File: src/sysreg_pkg.sv
// Package for the system configuration and status register bank.
// Assumes a 16-bit peripheral bus addressed in bytes, LSB ignored.
package sysreg_pkg;

  // Register byte offsets on the peripheral bus
  localparam logic [15:0] ADDR_RSVD_LO   = 16'h7010;
  localparam logic [15:0] ADDR_RSVD_HI   = 16'h7016;
  localparam logic [15:0] ADDR_CONTROL   = 16'h7018;
  localparam logic [15:0] ADDR_STATUS    = 16'h701a;
  localparam logic [15:0] ADDR_RSVD_1C   = 16'h701c;
  localparam logic [15:0] ADDR_VECTOR    = 16'h701e;

  // Control register fields
  localparam int CTL_REQ_HI  = 15;
  localparam int CTL_REQ_LO  = 14;
  localparam int CTL_SEL_HI  = 7;
  localparam int CTL_SEL_LO  = 6;

  // Status register fields
  localparam int ST_POWER_ON = 15;
  localparam int ST_ILLEGAL  = 12;
  localparam int ST_SOFTWARE = 10;
  localparam int ST_WATCHDOG = 9;
  localparam int ST_OVERRIDE = 5;
  localparam int ST_ANALOG   = 3;
  localparam int ST_VECTOR   = 0;

  // Reset values
  localparam logic       REQ_HI_RESET  = 1'b0;
  localparam logic       REQ_LO_RESET  = 1'b1;
  localparam logic [1:0] SEL_POR_VALUE = 2'h3;
  localparam logic       ANALOG_RESET  = 1'b1;
  // Value returned from reserved bit positions
  localparam logic [15:0] RSVD_READ    = 16'h0000;

  // Clock output source select
  typedef enum logic [1:0] {
    CLOCK_OUTPUT_PIN_GPIO     = 2'h0,
    CLOCK_OUTPUT_PIN_WATCHDOG = 2'h1,
    CLOCK_OUTPUT_PIN_PERIPH   = 2'h2,
    CLOCK_OUTPUT_PIN_CPU      = 2'h3
  } clk_sel_t;

  // Peripheral bus request
  typedef struct packed {
    logic        rd;
    logic        wr;
    logic [15:0] addr;
    logic [15:0] wdata;
  } pbus_req_t;

  // Reset cause flags, each held once set
  typedef struct packed {
    logic powerOn;
    logic illegal;
    logic software;
    logic watchdog;
  } cause_t;

endpackage : sysreg_pkg

File: src/sync2.sv
// Two-flop synchroniser for a level from outside the clock domain.
// Assumes the input changes slowly relative to clk_sys.
module sync2 (
  input  wire logic clk_sys,   // System clock
  input  wire logic reset,     // Synchronous reset, active high
  input  wire logic asyncIn,   // Level from a pin
  output logic      syncOut    // Level in the clk_sys domain
);
  logic meta_r, meta_nxt, sync_r, sync_nxt;

  // Stage one feeds only stage two
  always_comb begin
    meta_nxt = asyncIn;
    sync_nxt = meta_r;
  end

  always_ff @(posedge clk_sys) begin
    if (reset) begin
      meta_r <= 1'b0;
      sync_r <= 1'b0;
    end else begin
      meta_r <= meta_nxt;
      sync_r <= sync_nxt;
    end
  end

  assign syncOut = sync_r;
endmodule : sync2

File: src/clock_output_pin_mux.sv
// Registered selector for the clock output pin source.
// Assumes the source clocks arrive as levels already sampled in clk_sys.
module clock_output_pin_mux
  import sysreg_pkg::*;
(
  input  wire logic     clk_sys,      // System clock
  input  wire logic     reset,        // Synchronous reset, active high
  input  wire clk_sel_t sel,          // Source select
  input  wire logic     gpioLevel,    // Digital I/O level
  input  wire logic     wdClkLevel,   // Watchdog clock level
  input  wire logic     perClkLevel,  // Peripheral clock level
  input  wire logic     cpuClkLevel,  // Processor clock level
  output logic          pinOut        // Registered pin level
);
  logic pin_r, pin_nxt;

  // Source mux; registered so the pin never glitches on a select change
  always_comb begin
    unique case (sel)
      CLOCK_OUTPUT_PIN_GPIO:     pin_nxt = gpioLevel;
      CLOCK_OUTPUT_PIN_WATCHDOG: pin_nxt = wdClkLevel;
      CLOCK_OUTPUT_PIN_PERIPH:   pin_nxt = perClkLevel;
      CLOCK_OUTPUT_PIN_CPU:      pin_nxt = cpuClkLevel;
    endcase
  end

  always_ff @(posedge clk_sys) begin
    if (reset) pin_r <= 1'b0;
    else pin_r <= pin_nxt;
  end

  assign pinOut = pin_r;
endmodule : clock_output_pin_mux

File: src/system_config_status_regs.sv
// System configuration register bank: control, status and vector registers.
// Assumes a single-cycle peripheral bus on clk_sys, reset is the global reset
// and powerOnReset is the power-on reset, both synchronous and active high.
module system_config_status_regs
  import sysreg_pkg::*;
(
  input  wire logic        clk_sys,           // System clock, 100 MHz
  input  wire logic        reset,             // Global reset, active high
  input  wire logic        powerOnReset,      // Power-on reset, active high
  input  wire pbus_req_t   busReq,            // Peripheral bus request
  output logic [15:0]      busRdata,          // Registered read data
  input  wire logic        illegalAccess,     // Illegal address access pulse
  input  wire logic        watchdogOverflow,  // Watchdog overflow pulse
  input  wire logic        flashSupplyPin,    // Programming supply at 5V
  input  wire logic        analogFault,       // Analog supply fault pin
  input  wire logic        vectorLoad,        // Interrupt acknowledge pulse
  input  wire logic [7:0]  vectorIn,          // Vector offset from peripheral
  input  wire logic        gpioLevel,         // Digital I/O level for pin
  input  wire logic        wdClkLevel,        // Watchdog clock level
  input  wire logic        perClkLevel,       // Peripheral clock level
  input  wire logic        cpuClkLevel,       // Processor clock level
  output logic             clockOutputPin,    // Clock output pin
  output logic             globalResetReq,    // Request for global reset
  output logic             flashProgEnable,   // Flash programming allowed
  output logic             watchdogDisableOk  // Watchdog may be disabled
);

  // Decode a bus address ignoring bit zero
  function automatic logic hit(input logic [15:0] a, input logic [15:0] base);
    hit = (a[15:1] == base[15:1]);
  endfunction : hit

  logic        supplySync, analogSync;
  logic        wrCtl, wrSt, rdVec, rdCtl, rdSt;
  logic        swResetWr;
  logic        reqHi_r, reqHi_nxt, reqLo_r, reqLo_nxt;
  logic [1:0]  sel_r, sel_nxt;
  cause_t      cause_r, cause_nxt;
  logic        pendCause_r, pendCause_nxt;
  cause_t      pendKind_r, pendKind_nxt;
  logic        override_r, override_nxt;
  logic        inReset_r, inReset_nxt;
  logic        analog_r, analog_nxt;
  logic        vecPend_r, vecPend_nxt;
  logic [7:0]  vec_r, vec_nxt;
  logic [15:0] rdata_r, rdata_nxt;
  logic        gReq_r, gReq_nxt;
  logic        flash_r, flash_nxt, wdOk_r, wdOk_nxt;
  logic [15:0] statusWord;

  // Pin levels enter through two flops
  sync2 u_supplySync (
    .clk_sys (clk_sys),
    .reset   (1'b0),
    .asyncIn (flashSupplyPin),
    .syncOut (supplySync)
  );
  sync2 u_analogSync (
    .clk_sys (clk_sys),
    .reset   (1'b0),
    .asyncIn (analogFault),
    .syncOut (analogSync)
  );

  // Access decode; reserved locations decode to nothing
  always_comb begin
    wrCtl = busReq.wr && hit(busReq.addr, ADDR_CONTROL);
    wrSt  = busReq.wr && hit(busReq.addr, ADDR_STATUS);
    rdCtl = busReq.rd && hit(busReq.addr, ADDR_CONTROL);
    rdSt  = busReq.rd && hit(busReq.addr, ADDR_STATUS);
    rdVec = busReq.rd && hit(busReq.addr, ADDR_VECTOR);
    // Any pair other than 01 resets
    swResetWr = wrCtl && (busReq.wdata[CTL_REQ_HI] || !busReq.wdata[CTL_REQ_LO]);
  end

  // Control register; select field is held over global reset
  always_comb begin
    reqHi_nxt = reqHi_r;
    reqLo_nxt = reqLo_r;
    sel_nxt   = sel_r;
    if (wrCtl) begin
      reqHi_nxt = busReq.wdata[CTL_REQ_HI];
      reqLo_nxt = busReq.wdata[CTL_REQ_LO];
      sel_nxt   = busReq.wdata[CTL_SEL_HI:CTL_SEL_LO];
    end
  end

  always_ff @(posedge clk_sys) begin
    if (powerOnReset) begin
      sel_r <= SEL_POR_VALUE;
    end else begin
      sel_r <= sel_nxt;
    end
    if (powerOnReset || reset) begin
      reqHi_r <= REQ_HI_RESET;
      reqLo_r <= REQ_LO_RESET;
    end else begin
      reqHi_r <= reqHi_nxt;
      reqLo_r <= reqLo_nxt;
    end
  end

  // Cause flags. A reset cause is set on the same edge that requests the reset,
  // and kept in pendKind_r to be ORed back during reset so it survives the reset itself.
  always_comb begin
    cause_nxt     = cause_r;
    pendKind_nxt  = pendKind_r;
    pendCause_nxt = pendCause_r;
    if (wrSt) begin
      // Write one clears, zero keeps
      if (busReq.wdata[ST_POWER_ON]) cause_nxt.powerOn  = 1'b0;
      if (busReq.wdata[ST_ILLEGAL])  cause_nxt.illegal  = 1'b0;
      if (busReq.wdata[ST_SOFTWARE]) cause_nxt.software = 1'b0;
      if (busReq.wdata[ST_WATCHDOG]) cause_nxt.watchdog = 1'b0;
    end
    if (illegalAccess)    pendKind_nxt.illegal  = 1'b1;
    if (swResetWr)        pendKind_nxt.software = 1'b1;
    if (watchdogOverflow) pendKind_nxt.watchdog = 1'b1;
    if (illegalAccess || swResetWr || watchdogOverflow) pendCause_nxt = 1'b1;
    // Set wins over a clear in the same cycle
    cause_nxt = cause_nxt | pendKind_nxt;
  end

  always_ff @(posedge clk_sys) begin
    if (powerOnReset) begin
      cause_r     <= '{powerOn: 1'b1, default: 1'b0};
      pendKind_r  <= '0;
      pendCause_r <= 1'b0;
    end else if (reset) begin
      cause_r     <= cause_r | pendKind_r;
      pendKind_r  <= '0;
      pendCause_r <= 1'b0;
    end else begin
      cause_r     <= cause_nxt;
      pendKind_r  <= pendKind_nxt;
      pendCause_r <= pendCause_nxt;
    end
  end

  // Override flag, analog fault mirror and vector holding
  always_comb begin
    inReset_nxt  = reset || powerOnReset;
    override_nxt = override_r;
    // Software clear first, so a set at reset release wins in the same cycle
    if (wrSt && busReq.wdata[ST_OVERRIDE]) override_nxt = 1'b0;
    if (inReset_r && !inReset_nxt && supplySync) override_nxt = 1'b1;
    if (!supplySync) override_nxt = 1'b0;
    analog_nxt  = analogSync;
    vec_nxt     = vectorLoad ? vectorIn : vec_r;
    vecPend_nxt = vecPend_r;
    if (rdVec) vecPend_nxt = 1'b0;
    if (vectorLoad) vecPend_nxt = 1'b1;
  end

  always_ff @(posedge clk_sys) begin
    inReset_r <= inReset_nxt;
    if (reset || powerOnReset) begin
      override_r <= 1'b0;
      analog_r   <= ANALOG_RESET;
      vecPend_r  <= 1'b0;
      vec_r      <= 8'h00;
    end else begin
      override_r <= override_nxt;
      analog_r   <= analog_nxt;
      vecPend_r  <= vecPend_nxt;
      vec_r      <= vec_nxt;
    end
  end

  // Status word image; reserved bits read as zero
  always_comb begin
    statusWord              = RSVD_READ;
    statusWord[ST_POWER_ON] = cause_r.powerOn;
    statusWord[ST_ILLEGAL]  = cause_r.illegal;
    statusWord[ST_SOFTWARE] = cause_r.software;
    statusWord[ST_WATCHDOG] = cause_r.watchdog;
    statusWord[ST_OVERRIDE] = override_r;
    statusWord[ST_ANALOG]   = analog_r;
    statusWord[ST_VECTOR]   = vecPend_r;
  end

  // Read data and registered outputs
  always_comb begin
    rdata_nxt = RSVD_READ;
    if (rdCtl) begin
      rdata_nxt[CTL_REQ_HI]            = reqHi_r;
      rdata_nxt[CTL_REQ_LO]            = reqLo_r;
      rdata_nxt[CTL_SEL_HI:CTL_SEL_LO] = sel_r;
    end else if (rdSt) begin
      rdata_nxt = statusWord;
    end else if (rdVec) begin
      rdata_nxt = {8'h00, vec_r};
    end
    gReq_nxt  = swResetWr || illegalAccess || watchdogOverflow;
    flash_nxt = override_r;
    wdOk_nxt  = override_r;
  end

  always_ff @(posedge clk_sys) begin
    if (reset || powerOnReset) begin
      rdata_r <= 16'h0000;
      gReq_r  <= 1'b0;
      flash_r <= 1'b0;
      wdOk_r  <= 1'b0;
    end else begin
      rdata_r <= rdata_nxt;
      gReq_r  <= gReq_nxt;
      flash_r <= flash_nxt;
      wdOk_r  <= wdOk_nxt;
    end
  end

  clock_output_pin_mux u_clock_output_pin (
    .clk_sys     (clk_sys),
    .reset       (1'b0),
    .sel         (clk_sel_t'(sel_r)),
    .gpioLevel   (gpioLevel),
    .wdClkLevel  (wdClkLevel),
    .perClkLevel (perClkLevel),
    .cpuClkLevel (cpuClkLevel),
    .pinOut      (clockOutputPin)
  );

  assign busRdata          = rdata_r;
  assign globalResetReq    = gReq_r;
  assign flashProgEnable   = flash_r;
  assign watchdogDisableOk = wdOk_r;

  // Checks kept beside the logic
  sw_reset_req_a: assert property (@(posedge clk_sys) disable iff (reset || powerOnReset)
    swResetWr |=> globalResetReq)
    else $error("software reset write did not request reset");
  no_reset_01_a: assert property (@(posedge clk_sys) disable iff (reset || powerOnReset)
    (wrCtl && !busReq.wdata[CTL_REQ_HI] && busReq.wdata[CTL_REQ_LO] && !illegalAccess && !watchdogOverflow)
    |=> !globalResetReq)
    else $error("write of 01 requested a reset");
  sel_hold_a: assert property (@(posedge clk_sys) disable iff (powerOnReset)
    (reset && !wrCtl) |=> sel_r == $past(sel_r))
    else $error("select changed on global reset");
  por_sel_a: assert property (@(posedge clk_sys)
    powerOnReset |=> sel_r == SEL_POR_VALUE && cause_r.powerOn)
    else $error("power-on reset values wrong");
  sw_cause_a: assert property (@(posedge clk_sys) disable iff (reset || powerOnReset)
    swResetWr |=> cause_r.software)
    else $error("software cause not recorded");
  wd_cause_a: assert property (@(posedge clk_sys) disable iff (reset || powerOnReset)
    watchdogOverflow |=> cause_r.watchdog)
    else $error("watchdog cause not recorded");
  vec_pend_a: assert property (@(posedge clk_sys) disable iff (reset || powerOnReset)
    vectorLoad |=> vecPend_r)
    else $error("vector pending not set");
  vec_clear_a: assert property (@(posedge clk_sys) disable iff (reset || powerOnReset)
    (rdVec && !vectorLoad) |=> !vecPend_r)
    else $error("vector read did not clear pending");
  vec_upper_a: assert property (@(posedge clk_sys) disable iff (reset || powerOnReset)
    rdVec |=> busRdata[15:8] == 8'h00)
    else $error("vector upper byte not zero");
  override_drop_a: assert property (@(posedge clk_sys) disable iff (reset || powerOnReset)
    !supplySync |=> !override_r ##2 !flashProgEnable)
    else $error("override held without supply");
  alias_read_a: assert property (@(posedge clk_sys) disable iff (reset || powerOnReset)
    (busReq.rd && busReq.addr == (ADDR_STATUS | 16'h0001)) |=> busRdata == $past(statusWord))
    else $error("odd alias did not read status");
  ill_cause_a: assert property (@(posedge clk_sys) disable iff (reset || powerOnReset)
    illegalAccess |=> cause_r.illegal && globalResetReq)
    else $error("illegal access not recorded");
  cause_keep_a: assert property (@(posedge clk_sys) disable iff (powerOnReset)
    (reset && cause_r.software) |=> cause_r.software)
    else $error("software cause lost over reset");
  set_wins_a: assert property (@(posedge clk_sys) disable iff (reset || powerOnReset)
    (wrSt && busReq.wdata[ST_WATCHDOG] && watchdogOverflow) |=> cause_r.watchdog)
    else $error("clear beat a watchdog set");
  override_set_a: assert property (@(posedge clk_sys) disable iff (powerOnReset)
    (inReset_r && !reset && supplySync) |=> override_r)
    else $error("override not latched at reset end");
  flash_follow_a: assert property (@(posedge clk_sys) disable iff (reset || powerOnReset)
    override_r |=> flashProgEnable && watchdogDisableOk)
    else $error("override did not enable flash and watchdog disable");
  analog_reset_a: assert property (@(posedge clk_sys)
    (reset || powerOnReset) |=> analog_r)
    else $error("analog fault flag not one in reset");
  rsvd_read_a: assert property (@(posedge clk_sys) disable iff (reset || powerOnReset)
    (busReq.rd && !rdCtl && !rdSt && !rdVec) |=> busRdata == RSVD_READ)
    else $error("reserved location read not zero");

endmodule : system_config_status_regs

File: config.mk
export PLATFORM = sky130hd
export DESIGN_NAME = system_config_status_regs
export DESIGN_NICKNAME = d
export VERILOG_FILES = /design/src/sysreg_pkg.sv /design/src/sync2.sv /design/src/clock_output_pin_mux.sv /design/src/system_config_status_regs.sv
export SDC_FILE = /design/constraint.sdc
export NUM_CORES = 1
export LEC_CHECK = 0
export ABC_CLOCK_PERIOD_IN_PS = 4059
export BUFFER_PORTS_ARGS = -buffer_cell sky130_fd_sc_hd__buf_4
export CORE_MARGIN = 2
export CORE_UTILIZATION = 31
export CTS_BUF_LIST = sky130_fd_sc_hd__clkbuf_16
export CTS_CLUSTER_DIAMETER = 50
export DETAILED_ROUTE_END_ITERATION = 8
export PLACE_DENSITY = 0.53
export SETUP_SLACK_MARGIN = 0.15
export SLEW_MARGIN = 20
export SYNTH_ARGS = -nofsm -noshare
export SYNTH_HDL_FRONTEND = slang
export SYNTH_SLANG_ARGS = --single-unit
File: constraint.sdc
create_clock -name clk_sys -period 4.06 [get_ports clk_sys]
set_input_delay 0.203 -clock clk_sys [delete_from_list [all_inputs] [get_ports clk_sys]]
set_output_delay 0.203 -clock clk_sys [all_outputs]
set_load 0.03 [all_outputs]
Yosys cells after proc, flatten, opt, wreduce, memory -nomap -nowiden

Cells that the tools add are included.

Bits in registers: 46
Input bits: 54
Output and inout bits: 20
Logic and storage cells: 77

Equality and inequality tests: 6
Multiplexer cells: 18
Bitwise gates (word level): 4
Reduce and logical (&&, ||, !) cells: 23

Operator list:

| operator                                                           | count |
|---|---|
| 15-bit by 14-bit == test with 1-bit output (second input constant) | 3 |
| 16-bit two-way mux                                                 | 1 |
| 1-bit two-way mux                                                  | 11 |
| 1-bit logical AND                                                  | 9 |
| 4-bit two-way mux                                                  | 2 |
| 8-bit two-way mux                                                  | 1 |
| 4-bit by 3-bit bitwise OR with 4-bit output                        | 2 |
| 2-bit OR reduction                                                 | 3 |
| 2-bit == test (second input constant)                              | 2 |
| 1-bit logical OR                                                   | 4 |
| 2-bit two-way mux                                                  | 2 |
| 1-bit case mux with 4 select lines                                 | 1 |
| 2-bit nonzero test                                                 | 2 |
| 4-bit OR reduction                                                 | 1 |
| 3-bit OR reduction                                                 | 1 |
| 2-bit by 1-bit == test with 1-bit output (second input constant)   | 1 |
| 1-bit zero test                                                    | 2 |
| 2-bit zero test                                                    | 1 |
| 1-bit NOT                                                          | 2 |

Logic depth before layout (Yosys ltp)

Gate-level depths: netlist of run 1.

Depth after elaboration: 6
Gate-level depth with buffers: 4
Mapped depth without buffers: 4

Cells and area by module

A second synthesis of run 1 with hierarchy kept.

Cells, all modules: 157
Area total of the unflattened synthesis: 1599.0 µm²

Modules (own cells, without submodules):

| module                    | instances | cells each | area each (µm²) | seq. area each (µm²) |
|---|---|---|---|---|
| system_config_status_regs | 1         | 146        | 1437.6          | 760.7 |
| sync2                     | 2         | 4          | 52.6            | 40.0 |
| clock_output_pin_mux      | 1         | 3          | 56.3            | 20.0 |

Least setup slack after synthesis of run 1

Ideal clock, no wire load.

Kind: input to register
Start: input busReq[24] in the netlist's numbering
End: register reqHi_r
Setup time: 0.125 ns
Arrival time: 1.527 ns
Required time: 3.935 ns
Setup slack: 2.408 ns
Stages on the path: 4
Buffers on the path: 0
Cell sequence: or4_4 nor4_4 mux2i_1 nor2_2

Cells in the longest elaborated chain, start to end: 2

RTL lines:

| element                                    | RTL line                        | source |
|---|---|---|
| start: declaration                         | system_config_status_regs.sv:10 | `input wire pbus_req_t busReq,` |
| 15-bit by 14-bit == test with 1-bit output | system_config_status_regs.sv:30 | `hit = (a[15:1] == base[15:1]);` |
| 1-bit logical AND                          | system_config_status_regs.sv:67 | `wrCtl = busReq.wr && hit(busReq.addr, ADDR_CONTROL);` |
| end signal: assignment                     | system_config_status_regs.sv:98 | `reqHi_r <= reqHi_nxt;` |
| end: declaration                           | system_config_status_regs.sv:36 | `logic reqHi_r, reqHi_nxt, reqLo_r, reqLo_nxt;` |

No other way between the ends.
A chain may end at the register's enable or synchronous reset.

Worst setup path after layout of run 1

Start: input busReq[18] in the netlist's numbering
End: register reqHi_r

The elaborated chain is that of the path after synthesis.

==> results.md, run 1 <==
* Number of clock sinks at 43
* Count of cells resized by post-cts repair at 0
* Number of H-tree levels at 2
* Filler cell count in the final layout at 476
* CTS root buf: sky130_fd_sc_hd__clkbuf_16
* Routed length per placed instance at 13.3 um
* Maximum clock skew at final layout at 3.79 ps
* Antenna Diode Count at 0
* Leak pwr at 0.968 nW
* Vias at 1305
* GRT Util Overall at 0.142
* Number of setup violations in the final report at 0
* Kind of launch point of the worst setup path: input pin
* Layout overhead on the synthesized area at 40.8%
* Portion of the post-synthesis area used by sequential elements at 0.545
* Antenna-violating nets left at 0
* Global placement routability congestion at 0.729
* Hold_buf cts at 0
* Count of input and output buffers at 61
* Net count reported at finish at roughly 270
* Initial DRC Count at 57
* Die Span Y at around 75 um
* Endpoint required time on the critical path at ~4200 ps
* Area of the core region at 4820 um^2
* Most common flop cell mapped by yosys: sky130_fd_sc_hd__dfxtp_1
* Crit. End Element: flip-flop
* Area of the multi-input gates at ~670 um^2
* Share of layout cells above drive strength 1 at 0.347
* VDD IR max at 0.227 mV
* Number of buffers created by CTS at 5
* Min Clock Period, post-route at 1650 ps
* Vias per cell at 4.61
* Die area at 5680 um^2
* Hold Violations, Final at 0
* Initial antenna violation count at 0
* Outcome: finished clean
* Pint at 0.699 mW
* Avg Inst Size Synth at a little over 10 um^2
* Cell count after synthesis at 153
* Clk network pwr share at 0.424
* Post-Syn Area at roughly 1600 um^2
* Clock transition at the registers of the reported paths at ~60 ps
* Highest achievable clock rate at 607 MHz
* Flop pwr share at 0.487
* Number of warning messages in the yosys log at 0
* Unrepaired setup endpoints after global routing: no
* Count of flip-flops with a built-in enable after synthesis at 0
* Wire length of the first global-routing pass at 6.05 mm
* Min-Delay Path Class: in -> reg
* Number of distinct library cell variants in the gate-level netlist after synthesis at 33
* Drt total wl at roughly 3.8 mm
* Sum of overflow across all layers after global routing at 0
* Remaining DRCs at 0
* Post-CTS repair timing setup buffer count at 0
* Via count of the first global-routing pass at 1288
* Clock latency on the worst-skew pair at 280 ps
* Number of detailed-route iterations in the first pass at 4
* Initial standard-cell utilization of the core at 0.328
* Pin count of the biggest net entering global routing at 16
* Leading cell type in the layout, fill and taps excluded: sky130_fd_sc_hd__buf_4
* Classification of the worst setup path: in -> reg
* Final worst-path cycle share at 0.406
* Largest fanout of any net on the critical path at 15
* Setup TNS Final at 0 ps
* CTS Buffer Depth at 2
* Total chip power at 0.896 mW
* Async set-reset flop share out of synthesis at 0
* Max-slew violations at 0
* Arrival time at the worst endpoint at roughly 1800 ps
* Sw Share at 0.220
* Worst slew slack as a fraction of its limit at 0.614
* Net switching component of the power at just under 0.2 mW
* Site row count at 25
* I/O Pins at 74
* Final HPWL DP at between 2 and 3 mm
* Combinational fraction of design power at 0.089
* Power Density at just over 400 nW/um^2
* Most used cells in the layout excluding fill and tap cells: sky130_fd_sc_hd__buf_4, sky130_fd_sc_hd__dfxtp_1, sky130_fd_sc_hd__nor2_1
* Maximum capacitance violations at 0
* Sequential cell area at ~860 um^2
* Actual slew at the worst max-slew pin at 574 ps
* CTS tree: done
* Number of flip-flops and latches in the synthesized netlist at 43
* Die extent in x at 75.4 um
## through the flow
step                setup WS (ps)  cells  area (um^2)  hold WS (ps)  utilization
CTS                          2400    283         2220          17.4        0.462
detailed placement           2110    275         2080           309        0.432
global route                 2300    283         2220          12.4        0.462
floorplan                    2410    155         1590           231            -
global placement             2130    275         2080           308        0.432
finish                       2410    283         2220          21.3        0.462
## worst paths after layout
| check | from | to | slack [ps] | depth (start not counted) |
|---|---|---|---|---|
| max | busReq[18] | reqHi_r | 2410 | 5 |
| min | analogFault | u_analogSync.meta_r | 20 | 1 |
| max reg2reg | sel_r[0] | u_clock_output_pin.pinOut | 3050 | 1 |
| min reg2reg | u_supplySync.meta_r | u_supplySync.syncOut | 330 | 0 |
## critical path: stages
cell and delay, ps:
sky130_fd_sc_hd__buf_4 180, sky130_fd_sc_hd__or4b_1 560, sky130_fd_sc_hd__nor4_4 530, sky130_fd_sc_hd__mux2i_1 290, sky130_fd_sc_hd__nor2_2 40
## power groups by stage
stage                     logic, mW  clock network (mW)  registers, mW
after floorplan              0.0360                   0          0.447
after global routing         0.0870               0.410          0.437
after detailed placement     0.0802                   0          0.446
after global placement       0.0785                   0          0.445
after CTS                    0.0805               0.388          0.436
final                        0.0798               0.380          0.436
## registers in the layout, summed over array words and instances, names as in the netlist
signal	flops
flash_nxt	1
u_supplySync.meta_r	1
reqLo_r	1
u_clock_output_pin.pinOut	1
sel_r	2
analog_r	1
vecPend_r	1
globalResetReq	1
u_supplySync.syncOut	1
busRdata	13
u_analogSync.meta_r	1
watchdogDisableOk	1
u_analogSync.syncOut	1
inReset_r	1
reqHi_r	1
vec_r	8
pendKind_r	3
cause_r	4
## layer usage
metal | track usage | up-vias | wire, um
met1 | 0.178 | 606 | 1620
li1 | - | 651 | -
met4 | 0.0409 | 0 | 21
met2 | 0.237 | 44 | 1880
met3 | 0.0437 | 4 | 230
met5 | 0 | - | 0
## synth_stat cells (3+ instances only)
cell type | number | area (um^2)
sky130_fd_sc_hd__nand2_1 | 7 | 26.3
sky130_fd_sc_hd__nand2b_1 | 4 | 25.0
sky130_fd_sc_hd__nor2_1 | 23 | 86.3
sky130_fd_sc_hd__dfxtp_1 | 43 | 861
sky130_fd_sc_hd__mux2i_1 | 16 | 160
sky130_fd_sc_hd__buf_4 | 4 | 30.0
sky130_fd_sc_hd__and3_1 | 3 | 18.8
sky130_fd_sc_hd__a21oi_1 | 9 | 45.0
sky130_fd_sc_hd__nand3b_1 | 4 | 30.0
sky130_fd_sc_hd__o21ai_1 | 4 | 20.0
sky130_fd_sc_hd__nand3_1 | 7 | 35.0
## cell type report
type / count / share of cell area
inverters: 2 / 0.00338
flip-flops and latches: 43 / 0.387
repair buffers: 61 / 0.206
clock inverters: 3 / 0.00732
multi-input cells: 102 / 0.302
well taps: 67 / 0.0377
clock buffers: 5 / 0.0563
## cells by family after synthesis
logic type / count (synthesis) / share of synthesized area
simple gates: 65 / 0.246
flops: 43 / 0.545
compound gates: 17 / 0.0563
mux: 17 / 0.116
buf+inv: 10 / 0.0341
other cells: 1 / 0.00237
(Power assumes the default switching activity.)
==> run 2, diff against run 1 <==
Settings changed: ABC_AREA set to 1, ABC_CLOCK_PERIOD_IN_PS 4059 to 1550, PLACE_DENSITY 0.53 to 0.52.
Clock period 4.06 ns to 1.55 ns, I/O delays scaled along.
==> results.md, run 2 <==
* Hold Path Cell Cnt at 2 (was 1)
* Number of cells traversed by the worst register-to-register path at 6 (was 1)
* Via count of the first global-routing pass at 1330 (was 1288)
* Min-Delay Path Class: in -> reg (unchanged)
* Dominant combinational cell family by area after synthesis: simple AND/OR/NAND/NOR gates (unchanged)
* Library cell contributing the largest single delay on the critical path: sky130_fd_sc_hd__nand3_1 (was sky130_fd_sc_hd__or4b_1)
* Number of distinct library cell variants in the gate-level netlist after synthesis at 32 (was 33)
* Sum of overflow across all layers after global routing at 0 (unchanged)
* Final HPWL DP at 2.75 mm (was 2.81 mm)
* CTS tree: done (unchanged)
* Global placement routability congestion at 0.678 (was 0.729)
* Min Clock Period, post-route at a little under 1000 ps
* Initial DRC Count at 45 (was 57)
* Remaining DRCs at 0 (unchanged)
* Most prevalent standard cell on the critical path: sky130_fd_sc_hd__nor2_1
* Number of flip-flops and latches in the synthesized netlist at 43 (unchanged)
* Initial standard-cell utilization of the core at 0.327 (was 0.328)
* Basic-gate share of the synthesized area counting and, or, nand and nor cells at 0.287 (was 0.246)
* Most frequently used cell type in the post-synthesis netlist: sky130_fd_sc_hd__dfxtp_1 (unchanged)
* Number of clock sinks at 43 (unchanged)
* Power Density at 1050 nW/um^2 (was 403 nW/um^2)
* Die extent in x at 78.1 um (was 75.4 um)
* VDD IR max at 0.773 mV (was 0.227 mV)
* Classification of the worst setup path: in -> reg (unchanged)
* Max-slew violations at 0 (unchanged)
* Count of cells resized by post-cts repair at 0 (unchanged)
* Outcome: finished clean (unchanged)
* Site row count at 26 (was 25)
* Busiest grt layer: met2 (unchanged)
* Async set-reset flop share out of synthesis at 0 (unchanged)
* Wire length of the first global-routing pass at 5.98 mm (was 6.05 mm)
* Flip-flop count of the largest register, all copies and words added at 13 (unchanged)
* Top cells by count, synth: sky130_fd_sc_hd__dfxtp_1, sky130_fd_sc_hd__nand2_1, sky130_fd_sc_hd__inv_1, sky130_fd_sc_hd__nor2_1, sky130_fd_sc_hd__a21oi_1 (was sky130_fd_sc_hd__dfxtp_1, sky130_fd_sc_hd__nor2_1, sky130_fd_sc_hd__mux2i_1)
* Endpoint required time on the critical path at 1710 ps (was 4220 ps)
* Share of layout cells above drive strength 1 at 0.340 (was 0.347)
* I/O Pins at 74 (unchanged)
* Total chip power at 2.50 mW (was 0.896 mW)
* Drt total wl at 3.54 mm (was 3.75 mm)
* Maximum clock skew at final layout at 3.60 ps (was 3.79 ps)
* Share of cell area taken by muxes after synthesis at 0 (was 0.116)
* Combinational fraction of design power at 0.087 (was 0.089)
* Count of flip-flops with a built-in enable after synthesis at 0 (unchanged)
* Cell Chain, Critical Path: buf_4, nor2_2, nand2_2, nor2_1, nand3_1, nand2_1, nand2_1, nor2_1, nor2_1 (was buf_4, or4b_1, nor4_4, mux2i_1, nor2_2)
* Delay of the slowest cell on the worst path at 230 ps (was 560 ps)
* Number of H-tree levels at 2 (unchanged)
* Cell count after synthesis at 199 (was 153)
* Family with the most delay on the worst path: simple AND/OR/NAND/NOR gates (unchanged)
* Vias at 1431 (was 1305)
* Leak pwr at 1.14 nW (was 0.968 nW)
* Die Span Y at 78.1 um (was 75.4 um)
* Clock latency on the worst-skew pair at 280 ps (about the same)
* Top cell type's share of synthesized area at 0.506 (was 0.545)
* GRT Util Overall at 0.123 (was 0.142)
* Hold Violations, Final at 0 (unchanged)
* Die area at 6100 um^2 (was 5680 um^2)
* Number of gates on the worst path with buffers counted at 9 (was 5)
* Maximum capacitance violations at 0 (unchanged)
* Highest achievable clock rate at 1020 MHz
* Library cell with the largest summed area after synthesis: sky130_fd_sc_hd__dfxtp_1 (unchanged)
* Leading cell type in the layout, fill and taps excluded: sky130_fd_sc_hd__buf_4 (unchanged)
* Count of input and output buffers at 61 (unchanged)
* Initial antenna violation count at 0 (unchanged)
* Avg Inst Size Synth at 8.55 um^2 (was 10.3 um^2)
* Net count reported at finish at 318 (was 269)
* Met3 track demand over resource in global routing at 0.0391 (was 0.0437)
* Final worst hold slack at 23.4 ps (was 21.3 ps)
* Flop pwr share at 0.459 (was 0.487)
* Met2 track utilization from global routing at 0.197 (was 0.237)
* CTS root buf: sky130_fd_sc_hd__clkbuf_16 (unchanged)
* Kind of launch point of the worst setup path: input pin (unchanged)
* Unrepaired setup endpoints after global routing: no (unchanged)
* Setup slack of the worst register-to-register path at 720 ps (was 3050 ps)
* Sw Share at 0.201 (was 0.220)
* Crit. End Element: flip-flop (unchanged)
* Most used cells in the layout excluding fill and tap cells: sky130_fd_sc_hd__buf_4, sky130_fd_sc_hd__dfxtp_1, sky130_fd_sc_hd__nand2_1 (was sky130_fd_sc_hd__buf_4, sky130_fd_sc_hd__dfxtp_1, sky130_fd_sc_hd__nor2_1)
* Xor and xnor area share after synthesis at 0 (unchanged)
* Final worst-path cycle share at 0.634
* Number of detailed-route iterations in the first pass at 4 (unchanged)
* Most common flop cell mapped by yosys: sky130_fd_sc_hd__dfxtp_1 (unchanged)
* Most area-consuming cells after synthesis: sky130_fd_sc_hd__dfxtp_1, sky130_fd_sc_hd__nand2_1, sky130_fd_sc_hd__inv_1 (was sky130_fd_sc_hd__dfxtp_1, sky130_fd_sc_hd__mux2i_1, sky130_fd_sc_hd__nor2_1)
* Vias per cell at 4.27 (was 4.61)
* Largest fanout of any net on the critical path at 5 (was 15)
* Clock transition at the registers of the reported paths at 50 ps (was 60 ps)
* Number of setup violations in the final report at 0 (unchanged)
* Number of buffers created by CTS at 5 (unchanged)
* Area of the core region at 5200 um^2 (was 4820 um^2)
* Antenna Diode Count at 0 (unchanged)
* Synth Area in Adders at 0 (unchanged)
* Global routing met1 resource utilization at 0.159 (was 0.178)
* Clk network pwr share at 0.454 (was 0.424)
* Compound-cell area share of the yosys netlist at 0.118 (was 0.0563)
* Layout overhead on the synthesized area at 40.5% (was 40.8%)
* Post-Syn Area at 1700 um^2 (was 1580 um^2)
* CTS Buffer Depth at 2 (unchanged)
* Antenna-violating nets left at 0 (unchanged)
* Number of buffer and inverter instances along the worst setup path at 1 (unchanged)
* Arrival time at the worst endpoint at 1140 ps (was 1800 ps)
* Pint at 2.00 mW (was 0.699 mW)
* Number of warning messages in the yosys log at 0 (unchanged)
* Setup TNS Final at 0 ps (unchanged)
* Portion of the post-synthesis area used by sequential elements at 0.506 (was 0.545)
* Routed length per placed instance at 10.6 um (was 13.3 um)
* Pin count of the biggest net entering global routing at 17 (was 16)
* Net switching component of the power at 0.502 mW (was 0.197 mW)
run 2: cell count changes in the layout (fill, tap and decap cells not counted), moves of 4 or more:
| cell | before | now |
|---|---|---|
| sky130_fd_sc_hd__inv_1 | 3 | 23 |
| sky130_fd_sc_hd__o21ai_0 | 2 | 13 |
| sky130_fd_sc_hd__nand2b_1 | 4 | 0 |
| sky130_fd_sc_hd__nand4_1 | 0 | 12 |
| sky130_fd_sc_hd__nor2_4 | 0 | 4 |
| sky130_fd_sc_hd__nand3b_1 | 4 | 0 |
| sky130_fd_sc_hd__nand2_1 | 7 | 26 |
| sky130_fd_sc_hd__a21oi_1 | 9 | 17 |
| sky130_fd_sc_hd__mux2i_1 | 16 | 0 |
run 2: cell type report:
type	count	area [um^2]
fillers	550	2810
flip-flops and latches	43	861
multi-input cells	125	699
repair buffers	64	485
clock buffers	5	125
inverters	25	93.8
well taps	70	87.6
clock inverters	3	38.8
run 2: kinds of logic (layout without fill, tap and decap cells):
family,Yosys count,after routing
other cells,1,3
buf+inv,33,97
flops,43,43
simple gates,85,85
compound gates,37,37
run 2: worst paths after layout:
check | startpoint | to
worst max-delay path | busReq[22] | cause_r[1]
worst max register to register | cause_r[1] | cause_r[1]
worst min register to register | u_supplySync.meta_r | u_supplySync.syncOut
worst min-delay path | powerOnReset | cause_r[0]
run 2: repair_timing:
| action | CTS | global route |
|---|---|---|
| buffers inserted | 0 | 0 |
| endpoints found under the hold margin | 2 | 0 |
| setup endpoints to repair | 0 | 0 |
| hold buffers | 2 | 0 |
run 2: power by group through the flow:
stage               logic, mW  clock network [mW]  registers, mW
floorplan              0.0960                   0           1.18
global placement        0.216                   0           1.17
detailed placement      0.216                   0           1.17
CTS                     0.221                1.16           1.15
global route            0.241                1.22           1.15
finish                  0.218                1.14           1.15
run 2: per-stage QoR:
| step | cell area [um^2] | setup slack [ps] | util | cells |
|---|---|---|---|---|
| 2_1_floorplan | 1710 | 579 | - | 201 |
| 3_3_place_gp | 2210 | 234 | 0.424 | 325 |
| 3_5_place_dp | 2210 | 226 | 0.424 | 325 |
| 4_1_cts | 2390 | 522 | 0.459 | 335 |
| 5_1_grt | 2390 | 426 | 0.459 | 335 |
| 6_report | 2390 | 568 | 0.459 | 335 |
run 2: layer usage:
layer  wire (um)  up-vias
met2        1560       39
met3         223        5
met5           0        -
met1        1710      617
met4          39        0
li1            -      770
==> run 3, diff against run 2 <==
Settings changed: ABC_CLOCK_PERIOD_IN_PS 1550 to 900, PLACE_DENSITY 0.52 to 0.54.
Clock period 1.55 ns to 0.9 ns, I/O delays scaled along.
==> results.md, run 3 (synthesis gave the netlist of run 2 again) <==
* Layout overhead on the synthesized area at 60.0% (was 40.5%)
* Leak pwr at 1.28 nW (was 1.14 nW)
* Vias at 1528 (was 1431)
* Min-Delay Path Class: in -> reg (unchanged)
* Drt total wl at 3.89 mm (was 3.54 mm)
* Violations in the final reports: hold timing
* GRT Util Overall at 0.136 (was 0.123)
* Clock latency on the worst-skew pair at 280 ps (about the same)
* Antenna Diode Count at 0 (unchanged)
* Largest fanout of any net on the critical path at 7 (was 5)
* CTS Buffer Depth at 2 (unchanged)
* Filler cell count in the final layout at 521 (was 550)
* Sum of overflow across all layers after global routing at 0 (unchanged)
* Most prevalent standard cell on the critical path: sky130_fd_sc_hd__nand2_4 (was sky130_fd_sc_hd__nor2_1)
* VDD IR max at 1.13 mV (was 0.773 mV)
* Crit. End Element: flip-flop (unchanged)
* Pin count of the biggest net entering global routing at 17 (unchanged)
* Setup slack of the worst register-to-register path at 110 ps (was 720 ps)
* Die Span Y at 78.1 um (unchanged)
* Post-DP Area at 2320 um^2 (was 2210 um^2)
* Arrival time at the worst endpoint at 980 ps (was 1140 ps)
* Delay of the slowest cell on the worst path at 140 ps (was 230 ps)
* Clock transition at the registers of the reported paths at 60 ps (was 50 ps)
* Hold Violations, Final at 2 (was 0)
* Initial antenna violation count at 0 (unchanged)
* Leading cell type in the layout, fill and taps excluded: sky130_fd_sc_hd__buf_4 (unchanged)
* Wire length of the first global-routing pass at 6.58 mm (was 5.98 mm)
* Number of clock sinks at 43 (unchanged)
* Initial standard-cell utilization of the core at 0.327 (unchanged)
* I/O Pins at 74 (unchanged)
* Endpoint required time on the critical path at 1060 ps (was 1710 ps)
* Most used cells in the layout excluding fill and tap cells: sky130_fd_sc_hd__buf_4, sky130_fd_sc_hd__buf_6, sky130_fd_sc_hd__nand2_1 (was sky130_fd_sc_hd__buf_4, sky130_fd_sc_hd__dfxtp_1, sky130_fd_sc_hd__nand2_1)
* Min Clock Period, post-route at between 800 and 900 ps
* Final worst-path cycle share at 0.902
* Via count of the first global-routing pass at 1555 (was 1330)
* Initial DRC Count at 32 (was 45)
* Die area at 6100 um^2 (unchanged)
* Final Core Density at 0.523 (was 0.459)
* Final worst hold slack at -9.11 ps (was 23.4 ps)
* Maximum capacitance violations at 0 (unchanged)
* Site row count at 26 (unchanged)
* Vias per cell at 4.34 (was 4.27)
* Routed length per placed instance at 11.0 um (was 10.6 um)
* Highest achievable clock rate at about 1200 MHz
* Family with the most delay on the worst path: simple AND/OR/NAND/NOR gates (unchanged)
* Number of buffers created by CTS at 5 (unchanged)
* Maximum clock skew at final layout at 3.53 ps (was 3.60 ps)
* Final HPWL DP at 2.90 mm (was 2.75 mm)
* Flip-flop count of the largest register, all copies and words added at 13 (unchanged)
* Power Density at 1510 nW/um^2 (was 1050 nW/um^2)
* Share of layout cells above drive strength 1 at 0.496 (was 0.340)
* Unrepaired setup endpoints after global routing: yes (was no)
* Number of H-tree levels at 2 (unchanged)
* Final Cell Area at 2720 um^2 (was 2390 um^2)
* Classification of the worst setup path: in -> reg (unchanged)
* Net count reported at finish at 335 (was 318)
* Count of input and output buffers at 61 (unchanged)
* Antenna-violating nets left at 0 (unchanged)
* Kind of launch point of the worst setup path: input pin (unchanged)
* Outcome: finished with violations (was finished clean)
* CTS tree: done (unchanged)
* Global placement routability congestion at 0.745 (was 0.678)
* Number of buffer and inverter instances along the worst setup path at 3 (was 1)
* Number of detailed-route iterations in the first pass at 4 (unchanged)
* Library cell contributing the largest single delay on the critical path: sky130_fd_sc_hd__nor2_4 (was sky130_fd_sc_hd__nand3_1)
* Area of the core region at 5200 um^2 (unchanged)
* Remaining DRCs at 0 (unchanged)
* Die extent in x at 78.1 um (unchanged)
* Max-slew violations at 0 (unchanged)
* Cell Chain, Critical Path: buf_4, nor2_2, nand2_2, nor2_4, nand2_4, inv_2, nand2_4, buf_12, nand4_1, nand2_1 (was buf_4, nor2_2, nand2_2, nor2_1, nand3_1, nand2_1, nand2_1, nor2_1, nor2_1)
* CTS root buf: sky130_fd_sc_hd__clkbuf_16 (unchanged)
* Number of setup violations in the final report at 0 (unchanged)
-- run 3: cell types whose count changed in the layout (fill, tap and decap cells not counted), sizes merged --
cell         before  now
buf              62   77
bufinv            1    0
clkinv            2    1
dlygate4sd3       2    4
inv              25   27
-- run 3: routing by layer --
| layer | track usage | up-vias | wire, um |
|---|---|---|---|
| li1 | - | 806 | - |
| met1 | 0.156 | 683 | 1740 |
| met2 | 0.238 | 37 | 1910 |
| met3 | 0.0448 | 2 | 219 |
| met4 | 0.0474 | 0 | 21 |
| met5 | 0 | - | 0 |
-- run 3: tightest hold or removal path, delay by kind of cell --
| kind | cells | cell delay, ps |
|---|---|---|
| buffers and inverters | 1 | 80 |
| AO/OA/AOI/OAI | 2 | 100 |
-- run 3: final timing paths --
kind / start / to / depth (start not counted)
hold reg to reg: u_supplySync.meta_r / u_supplySync.syncOut / 0
hold / removal: busReq[7] / sel_r[1] / 3
setup / recovery: busReq[18] / busRdata[6] / 10
setup reg to reg: cause_r[1] / cause_r[1] / 6
-- run 3: where the power goes --
part / switching, mW / leakage [nW] / internal [mW]
combinational: 0.211 / 0.847 / 0.246
clock: 0.662 / 0.0762 / 1.00
sequential: 0.0231 / 0.359 / 1.96
total: 0.896 / 1.28 / 3.20
-- run 3: final cells by class --
type	instances	area, um^2	area share
Clock inverter	3	12.5	0.00460
Sequential cell	43	885	0.325
Inverter	25	93.8	0.0345
Tap cell	70	87.6	0.0322
Clock buffer	5	125	0.0460
Timing Repair Buffer	81	728	0.267
Multi-Input combinational cell	125	791	0.290
-- run 3: repair_timing --
| action | in CTS | in global routing |
|---|---|---|
| pin swaps | 27 | 15 |
| setup endpoints to repair | 35 | 43 |
| setup buffers | 4 | 1 |
| resized for setup | 53 | 16 |
| endpoints found under the hold margin | 7 | 0 |
| hold buffers | 4 | 0 |
-- run 3: per-stage QoR --
step                hold WS (ps)  instances  TNS [ps]  power [mW]  worst slack [ps]
finish                     -9.11        352         0        4.10              88.2
CTS                        -8.52        351         0        4.16              89.7
global placement             150        335     -4530        2.42              -293
global route                5.84        352         0        4.31              26.6
floorplan                   72.7        201     -56.0        2.20             -12.1
detailed placement           151        335     -4980        2.42              -319
